===== src/occ_pkg.sv =====
package occ_pkg;

  // register byte offsets on the bus
  localparam logic [3:0] OCC_CTRL_OFS   = 4'h0;
  localparam logic [3:0] OCC_PRIM_OFS   = 4'h4;
  localparam logic [3:0] OCC_SEC_OFS    = 4'h8;
  localparam logic [3:0] OCC_STAT_OFS   = 4'hc;

  // control register field positions
  localparam int OCC_ON_BIT   = 15;
  localparam int OCC_STOP_IN_IDLE_BIT = 13;
  localparam int OCC_WIDE_BIT = 5;
  localparam int OCC_FLT_BIT  = 4;
  localparam int OCC_TSEL_BIT = 3;
  localparam int OCC_MODE_LSB = 0;

  // status register field positions
  localparam int OCC_EVT_BIT  = 0;

  // values after reset
  localparam logic [31:0] OCC_CTRL_RST = 32'h0000_0000;
  localparam logic [31:0] OCC_CMP_RST  = 32'h0000_0000;

  // first channel governed by the second fault input
  localparam int OCC_FAULT_B_FIRST = 5;

  typedef enum logic [2:0] {
    OCC_M_OFF    = 3'b000,
    OCC_M_SET    = 3'b001,
    OCC_M_CLR    = 3'b010,
    OCC_M_TOGGLE = 3'b011,
    OCC_M_SINGLE = 3'b100,
    OCC_M_CONT   = 3'b101,
    OCC_M_PWM    = 3'b110,
    OCC_M_PWMF   = 3'b111
  } occ_mode_t;

endpackage : occ_pkg


===== src/occ_match.sv =====
`timescale 1ns/100ps
module occ_match
  import occ_pkg::*;
(
  // operands
  input  wire logic [31:0] value,
  input  wire logic [31:0] count,
  input  wire logic        wide,
  // result
  output logic             equal
);

  // narrow mode ignores the upper halves entirely
  assign equal = wide ? (value == count) : (value[15:0] == count[15:0]);

endmodule : occ_match


===== src/occ_top.sv =====
// The placing of the registers and the Avalon-MM register port are this design's own decisions.
`timescale 1ns/100ps
module occ_top
  import occ_pkg::*;
#(
  parameter int CHANNEL_INDEX = 1
)
(
  // clock and reset
  input  wire logic        sys_clk,
  input  wire logic        reset_n,
  // avalon-mm slave
  input  wire logic [3:0]  address,
  input  wire logic        read,
  input  wire logic        write,
  input  wire logic [31:0] writedata,
  input  wire logic [3:0]  byteenable,
  output logic [31:0]      readdata,
  output logic             waitrequest,
  // time bases and device state
  input  wire logic [31:0] second_timer_count,
  input  wire logic [31:0] third_timer_count,
  input  wire logic        second_timer_rollover,
  input  wire logic        third_timer_rollover,
  input  wire logic        idle_mode,
  // fault pins, active low
  input  wire logic        fault_input_a_n,
  input  wire logic        fault_input_b_n,
  // channel outputs
  output logic             compare_output_pin,
  output logic             compare_event_flag
);
  logic [1:0] rst_sync_r;
  logic       rst_n;
  always_ff @(posedge sys_clk or negedge reset_n)
  begin
    if (!reset_n)
      rst_sync_r <= 2'b00;
    else
      rst_sync_r <= {rst_sync_r[0], 1'b1};
  end
  assign rst_n = rst_sync_r[1];
  // fault pins come from outside, two stages before use
  logic [1:0] flta_sync_r;
  logic [1:0] fltb_sync_r;
  always_ff @(posedge sys_clk or negedge rst_n)
  begin
    if (!rst_n)
    begin
      flta_sync_r <= 2'b11;
      fltb_sync_r <= 2'b11;
    end
    else
    begin
      flta_sync_r <= {flta_sync_r[0], fault_input_a_n};
      fltb_sync_r <= {fltb_sync_r[0], fault_input_b_n};
    end
  end
  logic fault_s;
  assign fault_s = (CHANNEL_INDEX >= OCC_FAULT_B_FIRST) ? ~fltb_sync_r[1] : ~flta_sync_r[1];
  // register state
  logic        on_r, on_nxt;
  logic        stop_in_idle_r, stop_in_idle_nxt;
  logic        wide_r, wide_nxt;
  logic        tsel_r, tsel_nxt;
  occ_mode_t   mode_r, mode_nxt;
  logic [31:0] prim_r, prim_nxt;
  logic [31:0] sec_r, sec_nxt;
  logic [31:0] rdata_r, rdata_nxt;
  logic        wait_r, wait_nxt;
  // channel state
  logic        pin_r, pin_nxt;
  logic        evt_r, evt_nxt;
  logic        flt_r, flt_nxt;
  logic        started_r, started_nxt;
  logic        done_r, done_nxt;
  occ_mode_t   mode_prev_r;
  logic [31:0] duty_r, duty_nxt;
  logic        p_eq_prev_r, s_eq_prev_r, d_eq_prev_r;
  logic        wr_ok, evt_clr;
  logic [31:0] be_mask, ctrl_rd;
  logic [31:0] cnt_sel;
  logic        roll_sel, run, steady;
  logic        p_eq, s_eq, d_eq, pm, sm, dm;
  // the transfer completes at the edge where waitrequest is seen low
  assign wr_ok = write & ~wait_r;
  assign be_mask = {{8{byteenable[3]}}, {8{byteenable[2]}}, {8{byteenable[1]}}, {8{byteenable[0]}}};
  always_comb
  begin
    ctrl_rd = 32'h0000_0000;
    ctrl_rd[OCC_ON_BIT] = on_r;
    ctrl_rd[OCC_STOP_IN_IDLE_BIT] = stop_in_idle_r;
    ctrl_rd[OCC_WIDE_BIT] = wide_r;
    ctrl_rd[OCC_FLT_BIT] = flt_r & (mode_r == OCC_M_PWMF);
    ctrl_rd[OCC_TSEL_BIT] = tsel_r;
    ctrl_rd[OCC_MODE_LSB +: 3] = mode_r;
  end
  always_comb
  begin
    on_nxt = on_r;
    stop_in_idle_nxt = stop_in_idle_r;
    wide_nxt = wide_r;
    tsel_nxt = tsel_r;
    mode_nxt = mode_r;
    prim_nxt = prim_r;
    sec_nxt = sec_r;
    evt_clr = 1'b0;
    // one wait cycle per request, then a single ready cycle
    wait_nxt = ~((read | write) & wait_r);
    rdata_nxt = rdata_r;
    if (wr_ok)
    begin
      unique case (address)
        OCC_CTRL_OFS:
        begin
          // fault status is read-only, unimplemented bits are dropped
          if (byteenable[1])
          begin
            on_nxt = writedata[OCC_ON_BIT];
            stop_in_idle_nxt = writedata[OCC_STOP_IN_IDLE_BIT];
          end
          if (byteenable[0])
          begin
            wide_nxt = writedata[OCC_WIDE_BIT];
            tsel_nxt = writedata[OCC_TSEL_BIT];
            mode_nxt = occ_mode_t'(writedata[OCC_MODE_LSB +: 3]);
          end
        end
        OCC_PRIM_OFS: prim_nxt = (prim_r & ~be_mask) | (writedata & be_mask);
        OCC_SEC_OFS:  sec_nxt = (sec_r & ~be_mask) | (writedata & be_mask);
        OCC_STAT_OFS: evt_clr = byteenable[0] & writedata[OCC_EVT_BIT];
        default: ;
      endcase
    end
    if ((read | write) & wait_r)
    begin
      unique case (address)
        OCC_CTRL_OFS: rdata_nxt = ctrl_rd;
        OCC_PRIM_OFS: rdata_nxt = prim_r;
        OCC_SEC_OFS:  rdata_nxt = sec_r;
        OCC_STAT_OFS: rdata_nxt = {31'h0000_0000, evt_r};
        default:      rdata_nxt = 32'h0000_0000;
      endcase
    end
  end

  always_ff @(posedge sys_clk or negedge rst_n)
  begin
    if (!rst_n)
    begin
      on_r <= OCC_CTRL_RST[OCC_ON_BIT];
      stop_in_idle_r <= OCC_CTRL_RST[OCC_STOP_IN_IDLE_BIT];
      wide_r <= OCC_CTRL_RST[OCC_WIDE_BIT];
      tsel_r <= OCC_CTRL_RST[OCC_TSEL_BIT];
      mode_r <= OCC_M_OFF;
      prim_r <= OCC_CMP_RST;
      sec_r <= OCC_CMP_RST;
      rdata_r <= 32'h0000_0000;
      wait_r <= 1'b1;
    end
    else
    begin
      on_r <= on_nxt;
      stop_in_idle_r <= stop_in_idle_nxt;
      wide_r <= wide_nxt;
      tsel_r <= tsel_nxt;
      mode_r <= mode_nxt;
      prim_r <= prim_nxt;
      sec_r <= sec_nxt;
      rdata_r <= rdata_nxt;
      wait_r <= wait_nxt;
    end
  end
  assign cnt_sel = tsel_r ? third_timer_count : second_timer_count;
  assign roll_sel = tsel_r ? third_timer_rollover : second_timer_rollover;
  occ_match u_prim (.value(prim_r), .count(cnt_sel), .wide(wide_r), .equal(p_eq));
  occ_match u_sec  (.value(sec_r), .count(cnt_sel), .wide(wide_r), .equal(s_eq));
  occ_match u_duty (.value(duty_r), .count(cnt_sel), .wide(wide_r), .equal(d_eq));
  // a match counts once, on the cycle equality is first seen
  assign pm = p_eq & ~p_eq_prev_r;
  assign sm = s_eq & ~s_eq_prev_r;
  assign dm = d_eq & ~d_eq_prev_r;
  assign run = on_r & ~(stop_in_idle_r & idle_mode);
  assign steady = run & started_r & (mode_r == mode_prev_r);
  always_comb
  begin
    pin_nxt = pin_r;
    started_nxt = started_r;
    done_nxt = done_r;
    duty_nxt = duty_r;
    flt_nxt = flt_r;
    evt_nxt = evt_r & ~evt_clr;
    if (!on_r || mode_r == OCC_M_OFF)
    begin
      // comparator idles but registers keep their contents
      pin_nxt = 1'b0;
      started_nxt = 1'b0;
      done_nxt = 1'b0;
    end
    else if (run)
    begin
      if (!started_r || mode_r != mode_prev_r)
      begin
        started_nxt = 1'b1;
        done_nxt = 1'b0;
        pin_nxt = (mode_r == OCC_M_CLR);
        duty_nxt = sec_r;
      end
      else
      begin
        unique case (mode_r)
          OCC_M_SET:    if (pm) pin_nxt = 1'b1;
          OCC_M_CLR:    if (pm) pin_nxt = 1'b0;
          OCC_M_TOGGLE: if (pm) pin_nxt = ~pin_r;
          OCC_M_SINGLE:
          begin
            if (pm && !done_r) pin_nxt = 1'b1;
            if (sm && pin_r)
            begin
              pin_nxt = 1'b0;
              done_nxt = 1'b1;
            end
          end
          OCC_M_CONT:
          begin
            if (pm) pin_nxt = 1'b1;
            if (sm) pin_nxt = 1'b0;
          end
          default:
          begin
            // pwm: duty reloads only at a period edge or at channel start, so a write cannot glitch the pulse
            if (roll_sel)
            begin
              pin_nxt = 1'b1;
              duty_nxt = sec_r;
            end
            else if (dm)
              pin_nxt = 1'b0;
          end
        endcase
        if (mode_r == OCC_M_PWMF)
        begin
          // cleared by hardware once the fault is gone at a period edge
          if (flt_r && !fault_s && roll_sel)
            flt_nxt = 1'b0;
          if (fault_s)
            flt_nxt = 1'b1;
          if (fault_s || flt_r)
            pin_nxt = 1'b0;
        end
        if ((pm || sm) && mode_r < OCC_M_PWM)
          evt_nxt = 1'b1;
        if ((dm || roll_sel) && mode_r >= OCC_M_PWM)
          evt_nxt = 1'b1;
        if (mode_r == OCC_M_PWMF && fault_s && !flt_r)
          evt_nxt = 1'b1;
      end
    end
  end

  always_ff @(posedge sys_clk or negedge rst_n)
  begin
    if (!rst_n)
    begin
      pin_r <= 1'b0;
      started_r <= 1'b0;
      done_r <= 1'b0;
      duty_r <= OCC_CMP_RST;
      flt_r <= 1'b0;
      evt_r <= 1'b0;
      mode_prev_r <= OCC_M_OFF;
      p_eq_prev_r <= 1'b0;
      s_eq_prev_r <= 1'b0;
      d_eq_prev_r <= 1'b0;
    end
    else
    begin
      pin_r <= pin_nxt;
      started_r <= started_nxt;
      done_r <= done_nxt;
      duty_r <= duty_nxt;
      flt_r <= flt_nxt;
      evt_r <= evt_nxt;
      mode_prev_r <= mode_r;
      p_eq_prev_r <= p_eq;
      s_eq_prev_r <= s_eq;
      d_eq_prev_r <= d_eq;
    end
  end
  assign readdata = rdata_r;
  assign waitrequest = wait_r;
  assign compare_output_pin = pin_r;
  assign compare_event_flag = evt_r;
  a_disable_pin_low: assert property (@(posedge sys_clk) disable iff (!rst_n)
    !on_r |=> !pin_r) else $error("pin not low while disabled");
  a_idle_pin_hold: assert property (@(posedge sys_clk) disable iff (!rst_n)
    on_r && stop_in_idle_r && idle_mode && mode_r != OCC_M_OFF |=> $stable(pin_r)) else $error("pin moved in idle halt");
  a_fault_reads_zero: assert property (@(posedge sys_clk) disable iff (!rst_n)
    (read && wait_r && address == OCC_CTRL_OFS && mode_r != OCC_M_PWMF) |=> !readdata[OCC_FLT_BIT])
    else $error("fault status visible outside fault mode");
  a_unimpl_bits_zero: assert property (@(posedge sys_clk) disable iff (!rst_n)
    (read && wait_r && address == OCC_CTRL_OFS) |=> (readdata[31:16] == 16'h0000 && readdata[14] == 1'b0
    && readdata[12:6] == 7'h00)) else $error("unimplemented control bits not zero");
  a_fault_sets_status: assert property (@(posedge sys_clk) disable iff (!rst_n)
    steady && mode_r == OCC_M_PWMF && fault_s |=> flt_r ##0 !pin_r) else $error("fault not latched");
  a_fault_holds_low: assert property (@(posedge sys_clk) disable iff (!rst_n)
    steady && mode_r == OCC_M_PWMF && flt_r |=> !pin_r) else $error("output not shut down on fault");
  a_toggle_on_match: assert property (@(posedge sys_clk) disable iff (!rst_n)
    steady && mode_r == OCC_M_TOGGLE && pm |=> pin_r != $past(pin_r)) else $error("pin did not toggle");
  a_set_on_match: assert property (@(posedge sys_clk) disable iff (!rst_n)
    steady && mode_r == OCC_M_SET && pm |=> pin_r) else $error("pin not set on match");
  a_clear_on_match: assert property (@(posedge sys_clk) disable iff (!rst_n)
    steady && mode_r == OCC_M_CLR && pm |=> !pin_r) else $error("pin not cleared on match");
  a_pwm_period_rise: assert property (@(posedge sys_clk) disable iff (!rst_n)
    steady && mode_r == OCC_M_PWM && roll_sel |=> pin_r && duty_r == $past(sec_r)) else $error("pwm period start wrong");
  a_event_flag_set: assert property (@(posedge sys_clk) disable iff (!rst_n)
    steady && pm && mode_r < OCC_M_PWM |=> evt_r ##1 (evt_r || $past(evt_clr)))
    else $error("event flag not raised and held");
endmodule : occ_top


===== config.mk =====
export PLATFORM = sky130hd
export DESIGN_NAME = occ_top
export DESIGN_NICKNAME = d
export VERILOG_FILES = /design/src/occ_pkg.sv /design/src/occ_match.sv /design/src/occ_top.sv
export SDC_FILE = /design/constraint.sdc
export NUM_CORES = 1
export LEC_CHECK = 0
export BUFFER_PORTS_ARGS = -buffer_cell sky130_fd_sc_hd__buf_2
export CORE_ASPECT_RATIO = 0.6
export CORE_MARGIN = 3
export CORE_UTILIZATION = 42
export DETAILED_ROUTE_END_ITERATION = 8
export PLACE_DENSITY = 0.63
export SLEW_MARGIN = 5
export SYNTH_ARGS = -nofsm -noshare
export SYNTH_HDL_FRONTEND = slang
export SYNTH_SLANG_ARGS = --single-unit

===== constraint.sdc =====
create_clock -name sys_clk -period 4.4 [get_ports sys_clk]
set_input_delay 0.66 -clock sys_clk [delete_from_list [all_inputs] [get_ports sys_clk]]
set_output_delay 0.66 -clock sys_clk [all_outputs]
set_load 0.01 [all_outputs]

==> out/metrics.cfg <==
[setup_path]
cp_top_family = compound AO/OA/AOI/OAI gates
slowest_delay_ps = 770
cp.buffers_inverters = 1
cp.required_ps = 4700
cp.arrival_ps = 4390
cpMaxStageDelayCell = dfrtp_4
crit_fanout = 18
worst_setup_path_end_kind = register
path_class = reg -> reg
start_kind = register
crit_chain = mux2i_1 > xnor2_1 > nor4_1 > nand4_1 > a211oi_2 > inv_1 > ha_1 > mux2_2 > a21oi_1 > o21ai_0 > o32a_1

[synth]
synth-seq-area-share_pct = 48.3
synth.distinct_cells = 45
synth_top_area_share_pct = 47.2
synth_warnings = 0
async_reset_ff_share_pct = 100
synth_area_sq_um = 7840
synth_commonest_cells = 148 x dfrtp_1, 105 x mux2_2, 99 x xnor2_1
yosys_register_bits = 151
yosys-top-cells-area = dfrtp_1 47%, mux2_2 15%, xnor2_1 11%
synth_nets = 754
syn-instance-count = 637
ys.flop_type = dfrtp_1
synth.most_common_cell = dfrtp_1
yosysTopAreaCell = dfrtp_1
synth_edf_count = 0
avgSynthCellArea_sq_um = 12.3

[clock_tree]
cts_tree = yes
post_cts_resized = 0
cts_setup_buffers = 0
root_buffer = clkbuf_16
clkSinkCount = 151
clock_path_buffers = 2
cts-buffers-inserted = 17
cts_hold_buf = 1
clkTransAtPathRegs_ps = 60
clock_latency_ps = 420
htree_levels = 4

[detailed_routing]
drcViolationCount = 0
wl_um = 21700
drt_iter0_markers = 299
dr.pass1.iters = 5
ant_nets = 0
vias = 5684
wl_per_cell_um = 21.0
drt-vias-per-instance = 5.49

[place]
hpwl_um = 16200
place_inst = 1003
port_buffers = 146
place_area_sq_um = 8840
routabilityCongestion = 0.853

[run]
maxCapViolCount = 0

[floorplan]
die_w_um = 182
ios = 148
start_util_pct = 43.2
row_count = 38
dieArea_sq_um = 20400
fp.dieH_um = 112
core_area_sq_um = 18200

[timing]
tns_ps = 0
fin_crit_sh_pct = 93.0
rsz0062_at_grt = no
period_needed_ps = 4090
slew_violations = 0
finalHoldViolations = 0
fin_skew_ps = 12.1
maxSlewHeadroom_pct = 31.9
max_slew.worst_pin.slew_ps = 1020
setup_viol = 0
fmax_ghz = 0.244

[power_and_ir_drop]
ir_drop_mv = 0.303
power_density_nw_per_um2 = 435
leakagePower_nw = 4.16
power_w = 0.00411

[grt]
track_usage_pct = 21.6
grt_pass1_vias = 5819
grt_max_degree = 66
grt_pass1_wl_um = 33800
antenna_found_initial = 1
grt_remaining_overflow = 0

[layout]
nets = 900
n_antenna_cell = 0
drive_above_1_share_pct = 41.2
final_cell_count_no_fill = 1036
syn_to_final_growth_pct = 20.6
stdcell_area_sq_um = 9460

[status]
status = completed

[hold_path]
hold_path_class = in -> reg

[where the power goes]
group          switching, W  internal [W]  total, W  leakage [nW]
registers          0.000218       0.00157   0.00178          2.03
clock network      0.000610      0.000893   0.00150         0.299
logic              0.000371      0.000452  0.000823          1.83
[logic make-up (layout without fill, tap and decap cells)]
| group | count (synthesis) | after routing | synth area share, % |
|---|---|---|---|
| flops | 151 | 151 | 48.3 |
| mux | 144 | 144 | 23.4 |
| simple gates | 112 | 112 | 7.01 |
| xor+xnor | 99 | 99 | 11.1 |
| compound gates | 94 | 94 | 7.58 |
| buf+inv | 32 | 191 | 1.98 |
| fa+ha+maj | 4 | 4 | 0.638 |
| other cells | 1 | 1 | 0.0478 |
[cell usage in the layout, fill, tap and decap left out, types with 3 or more instances in the layout]
| cell type | instances |
|---|---|
| dfstp_2 | 3 |
| o21ai_0 | 35 |
| nand3_1 | 5 |
| nand2b_1 | 4 |
| mux2i_4 | 19 |
| inv_1 | 3 |
| inv_6 | 3 |
| dfrtp_1 | 146 |
| clkbuf_16 | 17 |
| mux2i_2 | 7 |
| and3_1 | 5 |
| mux2i_1 | 13 |
| clkinv_4 | 6 |
| ha_1 | 4 |
| nand4_1 | 8 |
| nand2_1 | 37 |
| a22oi_1 | 24 |
| clkbuf_8 | 3 |
| nor2b_1 | 3 |
| buf_2 | 146 |
| buf_4 | 7 |
| nor2_1 | 20 |
| nor4_1 | 25 |
| mux2_2 | 105 |
| a21oi_1 | 15 |
| xnor2_1 | 99 |
[per-layer routing]
layer	global-route usage (%)	wire length [um]	vias up
met2	29.3	8870	170
li1	-	-	2579
met4	3.75	112	2
met3	4.64	1440	13
met5	0	13	-
met1	35.4	11300	2920
[metrics by stage]
stage | setup slack, ps | hold WS [ps] | utilization, %
2_1_floorplan | 1360 | 331 | -
3_3_place_gp | 451 | 340 | 48.6
3_5_place_dp | 311 | 341 | 48.6
4_1_cts | 285 | 328 | 52.1
5_1_grt | 30.4 | 334 | 52.1
6_report | 306 | 340 | 52.1
[final timing paths]
kind / startpoint / cells after the start / slack [ps] / end
setup / recovery: tsel_r / 11 / 310 / compare_output_pin
hold / removal: fault_input_a_n / 1 / 340 / flta_sync_r[0]
setup reg to reg: tsel_r / 11 / 310 / compare_output_pin
hold reg to reg: flta_sync_r[0] / 0 / 360 / flta_sync_r[1]
max in group asynchronous: rst_sync_r[1] / 1 / 3060 / waitrequest
min in group asynchronous: rst_sync_r[1] / 0 / 380 / readdata[16]
[cell type report]
type	count	area [sq um]
sequential	151	3790
timing repair buffer	156	833
clock buffer	21	470
fill	1599	8710
clock inverter	11	139
tap	240	300
inverter	3	11.3
multi-input combinational	454	3910
[worst reg2reg max path: stages, from the launching register on]
cell and delay (ps):
dfrtp_4 770, mux2i_1 480, xnor2_1 120, nor4_1 560, nand4_1 290, a211oi_2 500
inv_1 130, ha_1 280, mux2_2 260, a21oi_1 150, o21ai_0 90, o32a_1 360
Power figures use the tool's default switching activity.
